### src/pll_seq_params.svh
// Register map, field positions, reset values and timing counts of the sequencer
`ifndef PLL_SEQ_PARAMS_SVH
`define PLL_SEQ_PARAMS_SVH

// Main control map offsets
`define REG_PAGE_SEL 8'h40
`define REG_PAGE_OFS 8'h41
`define REG_PAGE_DATA 8'h42
`define REG_FREQ_CTL 8'h5b
`define REG_BUS_FILTER 8'h16
`define REG_VIDEO_CTL 8'h04

// Pages and paged offsets
`define PAGE_HDMI 8'h10
`define PAGE_LINK 8'h14
`define PAGE_PLL_SM_OFS 8'h49

// Field positions
`define PLL_SM_RESET_BIT 4
`define FREQ_LINK_RESET_BIT 5
`define VIDEO_NO_BLANK_BIT 4

// Reset values
`define PLL_SM_CONTROL_RST 8'h00
`define MAIN_REG_RST 8'h00

// Bus ready time after enable, 2 ms at 10 ns per cycle
`define BUS_READY_MS 2
`define CLK_PERIOD_NS 10
`define BUS_READY_CYCLES ((`BUS_READY_MS * 1000000) / `CLK_PERIOD_NS)

`endif

### src/pll_seq_pkg.sv
// Types shared by the sequencer files
package pll_seq_pkg;

	typedef struct packed {
		logic wr;
		logic rd;
		logic [7:0] addr;
		logic [7:0] wdata;
	} bus_req_t;

	typedef struct packed {
		logic hdmi_pll_sm_reset;
		logic link_pll_sm_reset;
		logic link_freq_reset_en;
		logic blank_video_block;
	} pll_ctrl_t;

	typedef enum logic [1:0] {
		ST_OFF = 2'b00,
		ST_WAIT = 2'b01,
		ST_READY = 2'b10
	} boot_state_t;

endpackage

### src/pll_reset_init_sequencer.sv
// Control map with indirect page window and PLL state-machine reset controls
`timescale 1ns/1ps
`include "pll_seq_params.svh"

module pll_reset_init_sequencer #(
	parameter int READY_CYCLES = `BUS_READY_CYCLES
) (
	input wire logic clk,
	input wire logic srst,
	input wire logic device_enable_pin,
	input wire pll_seq_pkg::bus_req_t bus_req,
	input wire logic freq_change_det,
	input wire logic in_blanking,
	output logic [7:0] rdata,
	output logic rvalid,
	output logic bus_ready,
	output pll_seq_pkg::pll_ctrl_t pll_ctrl,
	output logic link_pll_freq_reset,
	output logic video_enable
);

	//--------------------------------------------------------------
	// Declarations
	//--------------------------------------------------------------
	logic ready;
	logic dev_rst;
	logic wr_ok;
	logic rd_ok;
	logic [7:0] page_sel_ff;
	logic [7:0] page_ofs_ff;
	logic [7:0] freq_ctl_ff;
	logic [7:0] bus_filter_ff;
	logic [7:0] video_ctl_ff;
	logic [7:0] hdmi_pll_sm_control_ff;
	logic [7:0] link_pll_sm_control_ff;
	logic [7:0] rdata_ff;
	logic rvalid_ff;
	logic ready_ff;
	logic link_freq_rst_ff;
	logic video_en_ff;
	logic [7:0] nxt_rdata;

	// Keep only the documented control bit; reserved bits read zero
	function automatic logic [7:0] sm_field(input logic [7:0] d);
		sm_field = 8'h00;
		sm_field[`PLL_SM_RESET_BIT] = d[`PLL_SM_RESET_BIT];
	endfunction

	// True when the window points at a given page's control register
	function automatic logic win_hit(input logic [7:0] pg, input logic [7:0] ofs,
		input logic [7:0] want);
		win_hit = (pg == want) && (ofs == `PAGE_PLL_SM_OFS);
	endfunction

	//--------------------------------------------------------------
	// Enable pin acts as the device reset
	//--------------------------------------------------------------
	// Enable low clears the whole map, the same as a hard reset
	assign dev_rst = srst || !device_enable_pin;

	bus_ready_timer #(
		.READY_CYCLES(READY_CYCLES)
	) u_timer (
		.clk(clk),
		.srst(srst),
		.device_enable_pin(device_enable_pin),
		.ready(ready)
	);

	// Accesses before the bus is ready are dropped
	// A read that comes with a write in the same cycle loses
	assign wr_ok = bus_req.wr && ready;
	assign rd_ok = bus_req.rd && ready && !bus_req.wr;

	//--------------------------------------------------------------
	// Main control map
	//--------------------------------------------------------------
	// Window pointer registers
	always_ff @(posedge clk) begin
		if (dev_rst) begin
			page_sel_ff <= `MAIN_REG_RST;
			page_ofs_ff <= `MAIN_REG_RST;
		end else if (wr_ok) begin
			if (bus_req.addr == `REG_PAGE_SEL) begin
				page_sel_ff <= bus_req.wdata;
			end
			if (bus_req.addr == `REG_PAGE_OFS) begin
				page_ofs_ff <= bus_req.wdata;
			end
		end
	end

	// Plain configuration registers used by sequence A
	always_ff @(posedge clk) begin
		if (dev_rst) begin
			freq_ctl_ff <= `MAIN_REG_RST;
			bus_filter_ff <= `MAIN_REG_RST;
			video_ctl_ff <= `MAIN_REG_RST;
		end else if (wr_ok) begin
			if (bus_req.addr == `REG_FREQ_CTL) begin
				freq_ctl_ff <= bus_req.wdata;
			end
			if (bus_req.addr == `REG_BUS_FILTER) begin
				bus_filter_ff <= bus_req.wdata;
			end
			if (bus_req.addr == `REG_VIDEO_CTL) begin
				video_ctl_ff <= bus_req.wdata;
			end
		end
	end

	//--------------------------------------------------------------
	// Paged registers, only through the data window
	//--------------------------------------------------------------
	always_ff @(posedge clk) begin
		if (dev_rst) begin
			hdmi_pll_sm_control_ff <= `PLL_SM_CONTROL_RST;
			link_pll_sm_control_ff <= `PLL_SM_CONTROL_RST;
		end else if (wr_ok && bus_req.addr == `REG_PAGE_DATA) begin
			if (win_hit(page_sel_ff, page_ofs_ff, `PAGE_HDMI)) begin
				hdmi_pll_sm_control_ff <= sm_field(bus_req.wdata);
			end
			if (win_hit(page_sel_ff, page_ofs_ff, `PAGE_LINK)) begin
				link_pll_sm_control_ff <= sm_field(bus_req.wdata);
			end
		end
	end

	// Read mux; window data returns the selected paged register
	always_comb begin
		nxt_rdata = 8'h00;
		unique case (bus_req.addr)
			`REG_PAGE_SEL: nxt_rdata = page_sel_ff;
			`REG_PAGE_OFS: nxt_rdata = page_ofs_ff;
			`REG_PAGE_DATA: begin
				if (win_hit(page_sel_ff, page_ofs_ff, `PAGE_HDMI)) begin
					nxt_rdata = hdmi_pll_sm_control_ff;
				end else if (win_hit(page_sel_ff, page_ofs_ff, `PAGE_LINK)) begin
					nxt_rdata = link_pll_sm_control_ff;
				end
			end
			`REG_FREQ_CTL: nxt_rdata = freq_ctl_ff;
			`REG_BUS_FILTER: nxt_rdata = bus_filter_ff;
			`REG_VIDEO_CTL: nxt_rdata = video_ctl_ff;
			default: nxt_rdata = 8'h00;
		endcase
	end

	// Read answer strobe, one cycle after the request
	always_ff @(posedge clk) begin
		if (dev_rst) begin
			rvalid_ff <= 1'b0;
		end else begin
			rvalid_ff <= rd_ok;
		end
	end

	// Read data held until the next accepted read
	always_ff @(posedge clk) begin
		if (dev_rst) begin
			rdata_ff <= 8'h00;
		end else if (rd_ok) begin
			rdata_ff <= nxt_rdata;
		end
	end

	//--------------------------------------------------------------
	// Effects on the PLL and video paths
	//--------------------------------------------------------------
	// Frequency-change reset only when the enable bit is set
	always_ff @(posedge clk) begin
		if (dev_rst) begin
			link_freq_rst_ff <= 1'b0;
		end else begin
			link_freq_rst_ff <= freq_change_det && freq_ctl_ff[`FREQ_LINK_RESET_BIT];
		end
	end

	// Video held off in blanking when the blocking bit is set
	always_ff @(posedge clk) begin
		if (dev_rst) begin
			video_en_ff <= 1'b0;
		end else begin
			video_en_ff <= !(in_blanking && video_ctl_ff[`VIDEO_NO_BLANK_BIT]);
		end
	end

	// Bus-open flag registered so the output comes from a flop
	always_ff @(posedge clk) begin
		if (dev_rst) begin
			ready_ff <= 1'b0;
		end else begin
			ready_ff <= ready;
		end
	end

	assign rdata = rdata_ff;
	assign rvalid = rvalid_ff;
	assign bus_ready = ready_ff;
	assign link_pll_freq_reset = link_freq_rst_ff;
	assign video_enable = video_en_ff;
	assign pll_ctrl.hdmi_pll_sm_reset = hdmi_pll_sm_control_ff[`PLL_SM_RESET_BIT];
	assign pll_ctrl.link_pll_sm_reset = link_pll_sm_control_ff[`PLL_SM_RESET_BIT];
	assign pll_ctrl.link_freq_reset_en = freq_ctl_ff[`FREQ_LINK_RESET_BIT];
	assign pll_ctrl.blank_video_block = video_ctl_ff[`VIDEO_NO_BLANK_BIT];

endmodule

### src/bus_ready_timer.sv
// Counts the settle time after the enable pin rises before the bus opens
`timescale 1ns/1ps
`include "pll_seq_params.svh"

module bus_ready_timer #(
	parameter int READY_CYCLES = `BUS_READY_CYCLES
) (
	input wire logic clk,
	input wire logic srst,
	input wire logic device_enable_pin,
	output logic ready
);

	pll_seq_pkg::boot_state_t state_ff;
	logic [31:0] cnt_ff;

	// Hold off, count, then open; enable low restarts everything
	always_ff @(posedge clk) begin
		if (srst || !device_enable_pin) begin
			state_ff <= pll_seq_pkg::ST_OFF;
			cnt_ff <= 32'h0;
		end else begin
			unique case (state_ff)
				pll_seq_pkg::ST_OFF: begin
					state_ff <= pll_seq_pkg::ST_WAIT;
					cnt_ff <= 32'h0;
				end
				pll_seq_pkg::ST_WAIT: begin
					if (cnt_ff >= 32'(READY_CYCLES - 2)) begin
						state_ff <= pll_seq_pkg::ST_READY;
					end else begin
						cnt_ff <= cnt_ff + 32'h1;
					end
				end
				pll_seq_pkg::ST_READY: begin
					state_ff <= pll_seq_pkg::ST_READY;
				end
				default: begin
					state_ff <= pll_seq_pkg::ST_OFF;
				end
			endcase
		end
	end

	assign ready = (state_ff == pll_seq_pkg::ST_READY);

endmodule

### config.mk
export PLATFORM = sky130hd
export DESIGN_NAME = pll_reset_init_sequencer
export DESIGN_NICKNAME = d
export VERILOG_FILES = /design/src/pll_seq_pkg.sv /design/src/pll_reset_init_sequencer.sv /design/src/bus_ready_timer.sv
export VERILOG_INCLUDE_DIRS = /design/src
export SDC_FILE = /design/constraint.sdc
export NUM_CORES = 1
export LEC_CHECK = 0
export ABC_CLOCK_PERIOD_IN_PS = 1800
export BUFFER_PORTS_ARGS = -buffer_cell sky130_fd_sc_hd__buf_2
export CORE_ASPECT_RATIO = 0.7
export CORE_UTILIZATION = 45
export CTS_BUF_LIST = sky130_fd_sc_hd__clkbuf_4
export CTS_CLUSTER_DIAMETER = 30
export DETAILED_ROUTE_END_ITERATION = 10
export PLACE_DENSITY = 0.73
export SLEW_MARGIN = 20
export SYNTH_ARGS = -nofsm -noshare
export SYNTH_HDL_FRONTEND = slang
export SYNTH_SLANG_ARGS = --single-unit
### constraint.sdc
create_clock -name clk -period 1.8 [get_ports clk]
set_input_delay 0.09 -clock clk [delete_from_list [all_inputs] [get_ports clk]]
set_output_delay 0.09 -clock clk [all_outputs]
set_load 0.005 [all_outputs]
==> results.sh, run 1 <==
export IMPL_status="complete, but fails checks"
export IMPL_violations="setup timing"
export IMPL_synth_top_family_by_area="simple AND/OR/NAND/NOR gates"
export IMPL_drc=0
export IMPL_path_cells="inv_2, ha_4, nor3b_4, nand4_1, buf_4, a211o_4, or4_1, nand2_1"
export IMPL_grt_ovfl_total=0
export IMPL_antenna_found_initial=0
export IMPL_finalNonFillerCells=608
export IMPL_synthesis_nets=445
export IMPL_synthTopCellsByCount="dfxtp_1 (88), nor2_1 (53), mux2i_1 (45), nand2_1 (30), a21oi_1 (28)"
export IMPL_ys_ff_latch=88
export IMPL_dpl_hpwl_um=7270
export IMPL_cp_top_family="simple AND/OR/NAND/NOR gates"
export IMPL_dieWidth_um=113
export IMPL_arrival_ps=2400
export IMPL_synthAdderAreaFrac=0.0162
export IMPL_wl_per_cell_um=17.3
export IMPL_dieHeight_um=79.5
export IMPL_nFillCells=700
export IMPL_cts_tree="done"
export IMPL_timing_final_crit_share=1.12
export IMPL_synth_compound_area_frac=0.128
export IMPL_r2r_slack_ps=-210
export IMPL_finalSetupViolations=23
export IMPL_hold_end="u_timer.cnt_ff[3]$_SDFFE_PP0P_"
export IMPL_start_util=0.478
export IMPL_power_density_mw_per_mm2=740
export IMPL_fin_ws_ps=-213
export IMPL_synthSimpleGateAreaFrac=0.243
export IMPL_fin_total_pwr_mw=3.62
export IMPL_io_pins=39
export IMPL_highest_layer="met4"
export IMPL_pre_cts_ws_ps=-164
export IMPL_grt_pass1_wl_um=16600
export IMPL_cts_buffers=9
export IMPL_rsz0062_at_grt="true"
export IMPL_r2r_end="u_timer.cnt_ff[10]$_SDFFE_PP0P_"
export IMPL_placedInstanceArea_mm2=0.00439
export IMPL_crit_required_ps=2190
export IMPL_hp_class="in2reg"
export IMPL_area_delta_synth_final_pct=26.8
export IMPL_groute_usage_overall=0.243
export IMPL_finalMaxSlewViolations=0
export IMPL_yosysTopAreaCell="dfxtp_1"
export IMPL_via_per_inst=5.80
export IMPL_crit_slowest_cell="or4_1"
export IMPL_fin_crit_ps=2010
export IMPL_postRouteAntennaNets=0
export IMPL_hold_start="srst"
export IMPL_critPathMaxFanout=7
export IMPL_synth_area_top_cells="dfxtp_1 (46%), mux2i_1 (12%), nor2_1 (5.2%)"
export IMPL_grt_pass1_vias=3304
export IMPL_core_area_mm2=0.00807
export IMPL_max_cap_violations=0
export IMPL_ys_types=52
export IMPL_critical_path_startpoint_type="register"
export IMPL_cpPeakStageDelay_ps=420
export IMPL_route_final_wire_length_um=10500
export IMPL_finalInstanceArea_mm2=0.00490
export IMPL_diodes=0
export IMPL_cts_max_path_buffers=2
export IMPL_synth_warnings=0
export IMPL_fp_row_count=27
export IMPL_worstSetupPathType="reg2reg"
export IMPL_yosysSeqAreaShare=0.456
export IMPL_worst_pin_slew_ps=424
export IMPL_synth_top_cell_area_share=0.456
export IMPL_synthCells=417
export IMPL_synth_flop_cell="dfxtp_1"
export IMPL_power_leakage_nw=2.08
export IMPL_yosysMostFrequentCell="dfxtp_1"
export IMPL_reg2reg_from="u_timer.state_ff[1]$_SDFFE_PP0P_"
export IMPL_nets=531
export IMPL_crit_path_end_kind="register"
export IMPL_clkLatencyLatePin_ps=430
export IMPL_min_path_cells=4
export IMPL_relSlewSlack=0.716
export IMPL_htreeDepth=3
export IMPL_num_vias=3527
export IMPL_cp_num_buf_inv=2
export IMPL_ir_worst_vdd_v=0.000485
export IMPL_synth_area_mux_share=0.117
export IMPL_r2r_cells=8
export IMPL_syn_cell_area_mm2=0.00386
export IMPL_route_met3_wl_um=911
export IMPL_clk_root_buffer_cell="clkbuf_4"
export IMPL_fin_worst_skew_ps=15.1
export IMPL_synth_async_sr_flop_share=0
export IMPL_drt_initial_drc_count=343
export IMPL_clk_pin_slew_ps=130
export IMPL_drive_above_1_share=0.302
export IMPL_hold_viol=0
export IMPL_synth_xor_area_frac=0
export IMPL_placedCellCount=576
export IMPL_grt_max_degree=31
export IMPL_numClockSinks=88
export IMPL_dieArea_mm2=0.00896
export IMPL_wl_met1_um=4930
export IMPL_routabilityCongestion=0.868
export IMPL_synth_edff_count=0
export IMPL_syn_avg_cell_area_um2=9.26
export IMPL_max_freq_mhz=497
export IMPL_wl_met2_um=4580
export IMPL_port_buffers=38
export IMPL_first_pass_iters=5
[state kept, by name, indices dropped and copies added, names as in the netlist, 2 cells and up]
signal / count
bus_filter_ff: 8
freq_ctl_ff: 8
page_ofs_ff: 8
page_sel_ff: 8
rdata: 8
u_timer.cnt_ff: 32
u_timer.state_ff: 2
video_ctl_ff: 8
[cell usage in the layout (no fill, tap or decap), drive strengths merged, types with 2 or more instances in the layout]
cell type / n
buf: 89
dfxtp: 88
nor2: 54
mux2i: 45
nand2: 30
a21oi: 28
and3: 19
o21ai: 16
nand3: 15
clkbuf: 11
a22oi: 10
dlygate4sd3: 10
nor4: 9
a221oi: 6
nand4: 6
nand2b: 6
or3: 5
inv: 5
ha: 5
and2: 4
o211ai: 4
nor4b: 4
nand3b: 4
a31oi: 3
o22a: 3
bufinv: 3
or4: 3
or2: 3
nand4b: 2
nor2b: 2
a211o: 2
a211oi: 2
[power by group]
group	internal, mW	switching, mW
combinational	0.125	0.179
sequential	1.95	0.00338
clock	0.724	0.637
total	2.80	0.819
[tightest hold or removal path, stage by stage]
cell and delay [ps]:
buf_2 100, nor2b_2 60, nand2_1 160, a21oi_2 40
[what timing repair did]
item | in CTS | in global routing
pin swaps | 7 | 23
gates cloned | 2 | 0
gates resized for setup | 15 | 33
setup endpoints to repair | 22 | 47
hold buffers | 10 | 0
setup buffers | 2 | 3
endpoints found under the hold margin | 37 | 0
[worst max path at each step]
stage	startpoint	to	slack, ps	cells past startpoint
global route	u_timer.state_ff[1]$_SDFFE_PP0P_	u_timer.cnt_ff[13]$_SDFFE_PP0P_	-300	9
global placement	u_timer.cnt_ff[0]$_SDFFE_PP0P_	u_timer.cnt_ff[10]$_SDFFE_PP0P_	-90	7
CTS	u_timer.state_ff[1]$_SDFFE_PP0P_	u_timer.cnt_ff[12]$_SDFFE_PP0P_	-130	9
finish	u_timer.state_ff[1]$_SDFFE_PP0P_	u_timer.cnt_ff[10]$_SDFFE_PP0P_	-210	8
detailed placement	u_timer.state_ff[1]$_SDFFE_PP0P_	u_timer.cnt_ff[7]$_SDFFE_PP0P_	-160	7
floorplan	u_timer.state_ff[1]$_SDFFE_PP0P_	u_timer.cnt_ff[4]$_SDFFE_PP0P_	20	8
[routing by layer]
layer	vias to the layer above	track usage
li1	1683	-
met1	1685	0.353
met2	143	0.354
met3	16	0.0532
met4	0	0.0760
met5	-	0
[cell type report]
type                            count  area [µm²]  share of cell area
Multi-Input combinational cell    300        2110               0.430
Sequential cell                    88        1770               0.360
Timing Repair Buffer               99         703               0.144
Tap cell                          101         126              0.0258
Clock inverter                      4        93.8              0.0192
Clock buffer                       11        82.6              0.0169
Inverter                            5        18.8             0.00383
[metrics by stage]
step	hold WS, ps	util	setup TNS [ps]
after floorplan	186	-	0
after global placement	271	0.544	-491
after detailed placement	272	0.544	-1560
after CTS	17.1	0.589	-1840
after global routing	44.1	0.607	-4920
final	51.3	0.607	-2740
[cells by family (layout without fill, tap and decap cells)]
logic type               count (synthesis)  after routing
AO/OA/AOI/OAI                           78             79
adder cells (fa/ha/maj)                  5              5
buffers and inverters                   30            119
flip-flops                              88             88
multiplexers                            45             45
AND/OR/NAND/NOR                        171            171
Note: power is estimated with default switching activity, not from simulation.
==> inputs of run 2 (changes only) <==
--- a/config.mk
+++ b/config.mk
@@ -6,14 +6,13 @@
 export SDC_FILE = /design/constraint.sdc
 export NUM_CORES = 1
 export LEC_CHECK = 0
-export ABC_CLOCK_PERIOD_IN_PS = 1800
 export BUFFER_PORTS_ARGS = -buffer_cell sky130_fd_sc_hd__buf_2
 export CORE_ASPECT_RATIO = 0.7
 export CORE_UTILIZATION = 45
 export CTS_BUF_LIST = sky130_fd_sc_hd__clkbuf_4
 export CTS_CLUSTER_DIAMETER = 30
 export DETAILED_ROUTE_END_ITERATION = 10
-export PLACE_DENSITY = 0.73
+export PLACE_DENSITY = 0.63
 export SLEW_MARGIN = 20
 export SYNTH_ARGS = -nofsm -noshare
 export SYNTH_HDL_FRONTEND = slang
==> results.sh, run 2 (same netlist as run 1, synthesis figures left out) <==
export IMPL_dieWidth_um=113
export IMPL_seq_area_mm2=0.00177
export IMPL_fin_crit_ps=1950
export IMPL_clk_pin_slew_ps=150
export IMPL_drive_above_1_share=0.305
export IMPL_finalMaxSlewViolations=0
export IMPL_relSlewSlack=0.647
export IMPL_fp_row_count=27
export IMPL_port_buffers=38
export IMPL_max_freq_mhz=512
export IMPL_start_util=0.478
export IMPL_drt_initial_drc_count=330
export IMPL_grt_max_degree=45
export IMPL_crit_slowest_cell="dfxtp_2"
export IMPL_wl_per_cell_um=17.6
export IMPL_fin_ws_ps=-152
export IMPL_hold_worst_slack_ps=86.0
export IMPL_arrival_ps=2340
export IMPL_core_area_mm2=0.00807
export IMPL_cp_top_family="simple AND/OR/NAND/NOR gates"
export IMPL_dieHeight_um=79.5
export IMPL_crit_path_end_kind="register"
export IMPL_numClockSinks=88
export IMPL_fin_worst_skew_ps=14.4
export IMPL_diodes=0
export IMPL_grt_pass1_vias=3193
export IMPL_worstSetupPathType="reg2reg"
export IMPL_grt_ovfl_total=0
export IMPL_nFillCells=710
export IMPL_first_pass_iters=4
export IMPL_violations="setup timing"
export IMPL_cts_max_path_buffers=2
export IMPL_critPathMaxFanout=6
export IMPL_finalNonFillerCells=616
export IMPL_crit_required_ps=2180
export IMPL_power_density_mw_per_mm2=724
export IMPL_cp_num_buf_inv=2
export IMPL_antenna_found_initial=0
export IMPL_final_common_cell="dfxtp_1"
export IMPL_critical_path_startpoint_type="register"
export IMPL_cts_tree="done"
export IMPL_num_vias=3561
export IMPL_area_delta_synth_final_pct=28.6
export IMPL_dieArea_mm2=0.00896
export IMPL_status="complete, but fails checks"
export IMPL_clkLatencyLatePin_ps=460
export IMPL_largest_register="u_timer.cnt_ff"
export IMPL_cpPeakStageDelay_ps=350
export IMPL_path_cells="inv_2, ha_4, nor3b_4, nand4_1, a211o_1, buf_6, or3_1, a31oi_1"
export IMPL_placedCellCount=577
export IMPL_routabilityCongestion=0.883
export IMPL_route_final_wire_length_um=10800
export IMPL_postRouteAntennaNets=0
export IMPL_worst_pin_slew_ps=530
export IMPL_largest_register_ff_count=32
export IMPL_placedInstanceArea_mm2=0.00440
export IMPL_finalSetupViolations=23
export IMPL_hp_class="in2reg"
export IMPL_drc=0
export IMPL_final_cell_mix="dfxtp_1 (85), nor2_1 (52), buf_4 (49)"
export IMPL_clk_root_buffer_cell="clkbuf_4"
export IMPL_cts_buffers=9
export IMPL_max_cap_violations=0
export IMPL_htreeDepth=3
export IMPL_multi_input_area_mm2=0.00211
export IMPL_hold_viol=0
export IMPL_grt_pass1_wl_um=17000
export IMPL_via_per_inst=5.78
export IMPL_io_pins=39
export IMPL_pre_cts_ws_ps=-127
export IMPL_finalInstanceArea_mm2=0.00497
export IMPL_power_leakage_nw=2.15
export IMPL_rsz0062_at_grt="true"
export IMPL_nets=538
export IMPL_ir_worst_vdd_v=0.000725
export IMPL_timing_final_crit_share=1.08
export IMPL_groute_usage_overall=0.250
export IMPL_dpl_hpwl_um=7500
run 2: power breakdown:
| part | switching (mW) | internal [mW] | leakage (nW) | total [mW] |
|---|---|---|---|---|
| clock network | 0.725 | 0.580 | 0.0888 | 1.30 |
| logic | 0.191 | 0.145 | 1.35 | 0.336 |
| registers | 0.00315 | 1.95 | 0.710 | 1.96 |
run 2: what timing repair did:
| item | 4_1_cts | 5_1_grt |
|---|---|---|
| gates resized for setup | 30 | 22 |
| cloned | 1 | 0 |
| endpoints found under the hold margin | 46 | 0 |
| endpoints found under the setup margin | 26 | 47 |
| pin swaps | 24 | 9 |
| buffers inserted | 6 | 4 |
| hold buffers | 12 | 0 |
run 2: path summary, 6_finish.rpt:
check,startpoint,to,slack [ps],cells after the start
setup reg to reg,u_timer.state_ff[1]$_SDFFE_PP0P_,u_timer.cnt_ff[4]$_SDFFE_PP0P_,-150,8
hold reg to reg,u_timer.cnt_ff[17]$_SDFFE_PP0P_,u_timer.cnt_ff[17]$_SDFFE_PP0P_,470,2
setup / recovery,u_timer.state_ff[1]$_SDFFE_PP0P_,u_timer.cnt_ff[4]$_SDFFE_PP0P_,-150,8
hold / removal,bus_req[16],rvalid$_SDFF_PP0_,90,4
run 2: through the flow:
step / TNS [ps] / power, mW / utilization
4_1_cts: -578 / 3.61 / 0.599
6_report: -2450 / 3.60 / 0.615
3_3_place_gp: -704 / 2.24 / 0.545
2_1_floorplan: 0 / 2.11 / -
5_1_grt: -4460 / 3.72 / 0.615
3_5_place_dp: -1440 / 2.24 / 0.545
run 2: final cells by class:
cell class              count  share of cell area
well taps                 101              0.0254
flip-flops and latches     88               0.356
clock buffers               9              0.0136
repair buffers            107               0.155
multi-input cells         299               0.425
inverters                   5             0.00428
clock inverters             7              0.0204
run 2: worst min-delay path, cell delays in order:
cell and delay (ps):
buf_2 110, nand2_1 80, or2_4 190, nor2_1 50
run 2: metal layers:
metal  up-vias  routed length [µm]  global-route usage
met2       117                4400               0.342
met4         0                 112              0.0507
met5         -                   0                   0
met3        11                 818              0.0752
li1       1694                   -                   -
met1      1739                5520               0.377
==> inputs of run 3 (changes only) <==
--- a/config.mk
+++ b/config.mk
@@ -13,6 +13,7 @@
 export CTS_CLUSTER_DIAMETER = 30
 export DETAILED_ROUTE_END_ITERATION = 10
 export PLACE_DENSITY = 0.63
+export SETUP_SLACK_MARGIN = 0.05
 export SLEW_MARGIN = 20
 export SYNTH_ARGS = -nofsm -noshare
 export SYNTH_HDL_FRONTEND = slang
==> results.sh, run 3 (same netlist as run 1, synthesis figures left out) <==
export IMPL_status="complete, but fails checks"
export IMPL_violations="setup timing"
export IMPL_fin_crit_ps=1880
export IMPL_via_per_inst=5.68
export IMPL_clkLatencyLatePin_ps=450
export IMPL_fp_row_count=27
export IMPL_power_density_mw_per_mm2=659
export IMPL_max_freq_mhz=531
export IMPL_first_pass_iters=7
export IMPL_dieArea_mm2=0.00896
export IMPL_antenna_found_initial=0
export IMPL_multi_input_area_mm2=0.00213
export IMPL_cts_max_path_buffers=2
export IMPL_final_common_cell="dfxtp_1"
export IMPL_cts_tree="done"
export IMPL_wl_per_cell_um=16.5
export IMPL_dieHeight_um=79.5
export IMPL_port_buffers=38
export IMPL_fin_worst_skew_ps=14.9
export IMPL_num_vias=3462
export IMPL_htreeDepth=3
export IMPL_rsz0062_at_grt="true"
export IMPL_crit_required_ps=2200
export IMPL_area_delta_synth_final_pct=26.0
export IMPL_power_leakage_nw=2.08
export IMPL_placedCellCount=575
export IMPL_finalMaxSlewViolations=0
export IMPL_cts_buffers=9
export IMPL_timing_final_crit_share=1.05
export IMPL_critical_path_startpoint_type="register"
export IMPL_numClockSinks=88
export IMPL_drive_above_1_share=0.301
export IMPL_critPathMaxFanout=7
export IMPL_drc=0
export IMPL_largest_register_ff_count=32
export IMPL_start_util=0.478
export IMPL_grt_pass1_vias=3212
export IMPL_route_final_wire_length_um=10000
export IMPL_ir_worst_vdd_v=0.000418
export IMPL_largest_register="u_timer.cnt_ff"
export IMPL_nFillCells=715
export IMPL_finalNonFillerCells=609
export IMPL_arrival_ps=2280
export IMPL_nets=531
export IMPL_worstSetupPathType="reg2reg"
export IMPL_worst_pin_slew_ps=515
export IMPL_hold_viol=0
export IMPL_hp_class="in2reg"
export IMPL_grt_pass1_wl_um=16200
export IMPL_dieWidth_um=113
export IMPL_groute_usage_overall=0.235
export IMPL_core_area_mm2=0.00807
export IMPL_routabilityCongestion=0.870
export IMPL_grt_ovfl_total=0
export IMPL_grt_max_degree=45
export IMPL_placedInstanceArea_mm2=0.00440
export IMPL_fin_ws_ps=-81.9
export IMPL_diodes=0
export IMPL_seq_area_mm2=0.00177
export IMPL_final_cell_mix="dfxtp_1 (84), nor2_1 (51), mux2i_1 (45)"
export IMPL_max_cap_violations=0
export IMPL_finalInstanceArea_mm2=0.00486
export IMPL_pre_cts_ws_ps=-131
export IMPL_postRouteAntennaNets=0
export IMPL_clk_root_buffer_cell="clkbuf_4"
export IMPL_drt_initial_drc_count=307
export IMPL_finalSetupViolations=13
export IMPL_io_pins=39
export IMPL_clk_pin_slew_ps=140
export IMPL_relSlewSlack=0.655
export IMPL_crit_path_end_kind="register"
export IMPL_dpl_hpwl_um=7060
-- run 3: changes by cell type in the layout (fill, tap and decap cells not counted), moves of 3 or more --
cell,delta
a21oi_1,+4
a21oi_2,-4
buf_4,-6
nand3_1,+3
-- run 3: cell type report --
class	count	area share
timing repair buffer	99	0.146
tap	101	0.0260
clock buffer	9	0.0139
sequential	88	0.364
clock inverter	7	0.00798
inverter	5	0.00437
multi-input combinational	300	0.438
-- run 3: worst max-delay path, cell delays in order, from the launching register on --
cell	delay, ps
dfxtp_2	350
inv_2	70
ha_4	120
nor3b_2	140
nand4_1	130
buf_6	160
a211o_4	310
or4_1	480
nand2_1	70
-- run 3: stage by stage --
step / TNS [ps] / hold WS, ps / util / power (mW)
2_1_floorplan: 0 / 186 / - / 2.11
3_3_place_gp: -871 / 271 / 0.545 / 2.23
3_5_place_dp: -1350 / 277 / 0.545 / 2.24
4_1_cts: -319 / 1.03 / 0.587 / 3.22
5_1_grt: -2060 / 26.0 / 0.602 / 3.33
6_report: -481 / 34.9 / 0.602 / 3.20
-- run 3: routing by layer --
layer  GRT usage  up-vias  routed length (µm)
met4      0.0600        0                  76
met5           0        -                   0
met2       0.327      123                4040
met3      0.0585       11                 748
li1            -     1686                   -
met1       0.355     1642                5160
-- run 3: what timing repair did --
| item | in CTS | in global routing |
|---|---|---|
| setup buffers | 3 | 3 |
| pin swaps | 14 | 9 |
| hold endpoints to repair | 46 | 0 |
| hold buffers | 11 | 0 |
| setup endpoints to repair | 31 | 61 |
| resized for setup | 25 | 25 |
| cloned | 1 | 0 |
-- run 3: power by group --
group          switching [mW]  internal [mW]  total (mW)
clock                   0.677          0.270       0.947
combinational           0.171          0.128       0.299
sequential            0.00378           1.95        1.96
-- run 3: worst paths after layout --
kind	from	end	slack, ps	depth (start not counted)
worst min-delay path	device_enable_pin	u_timer.cnt_ff[1]$_SDFFE_PP0P_	30	3
worst min register to register	u_timer.cnt_ff[17]$_SDFFE_PP0P_	u_timer.cnt_ff[17]$_SDFFE_PP0P_	480	2
worst max register to register	u_timer.state_ff[1]$_SDFFE_PP0P_	u_timer.cnt_ff[10]$_SDFFE_PP0P_	-80	8
worst max-delay path	u_timer.state_ff[1]$_SDFFE_PP0P_	u_timer.cnt_ff[10]$_SDFFE_PP0P_	-80	8
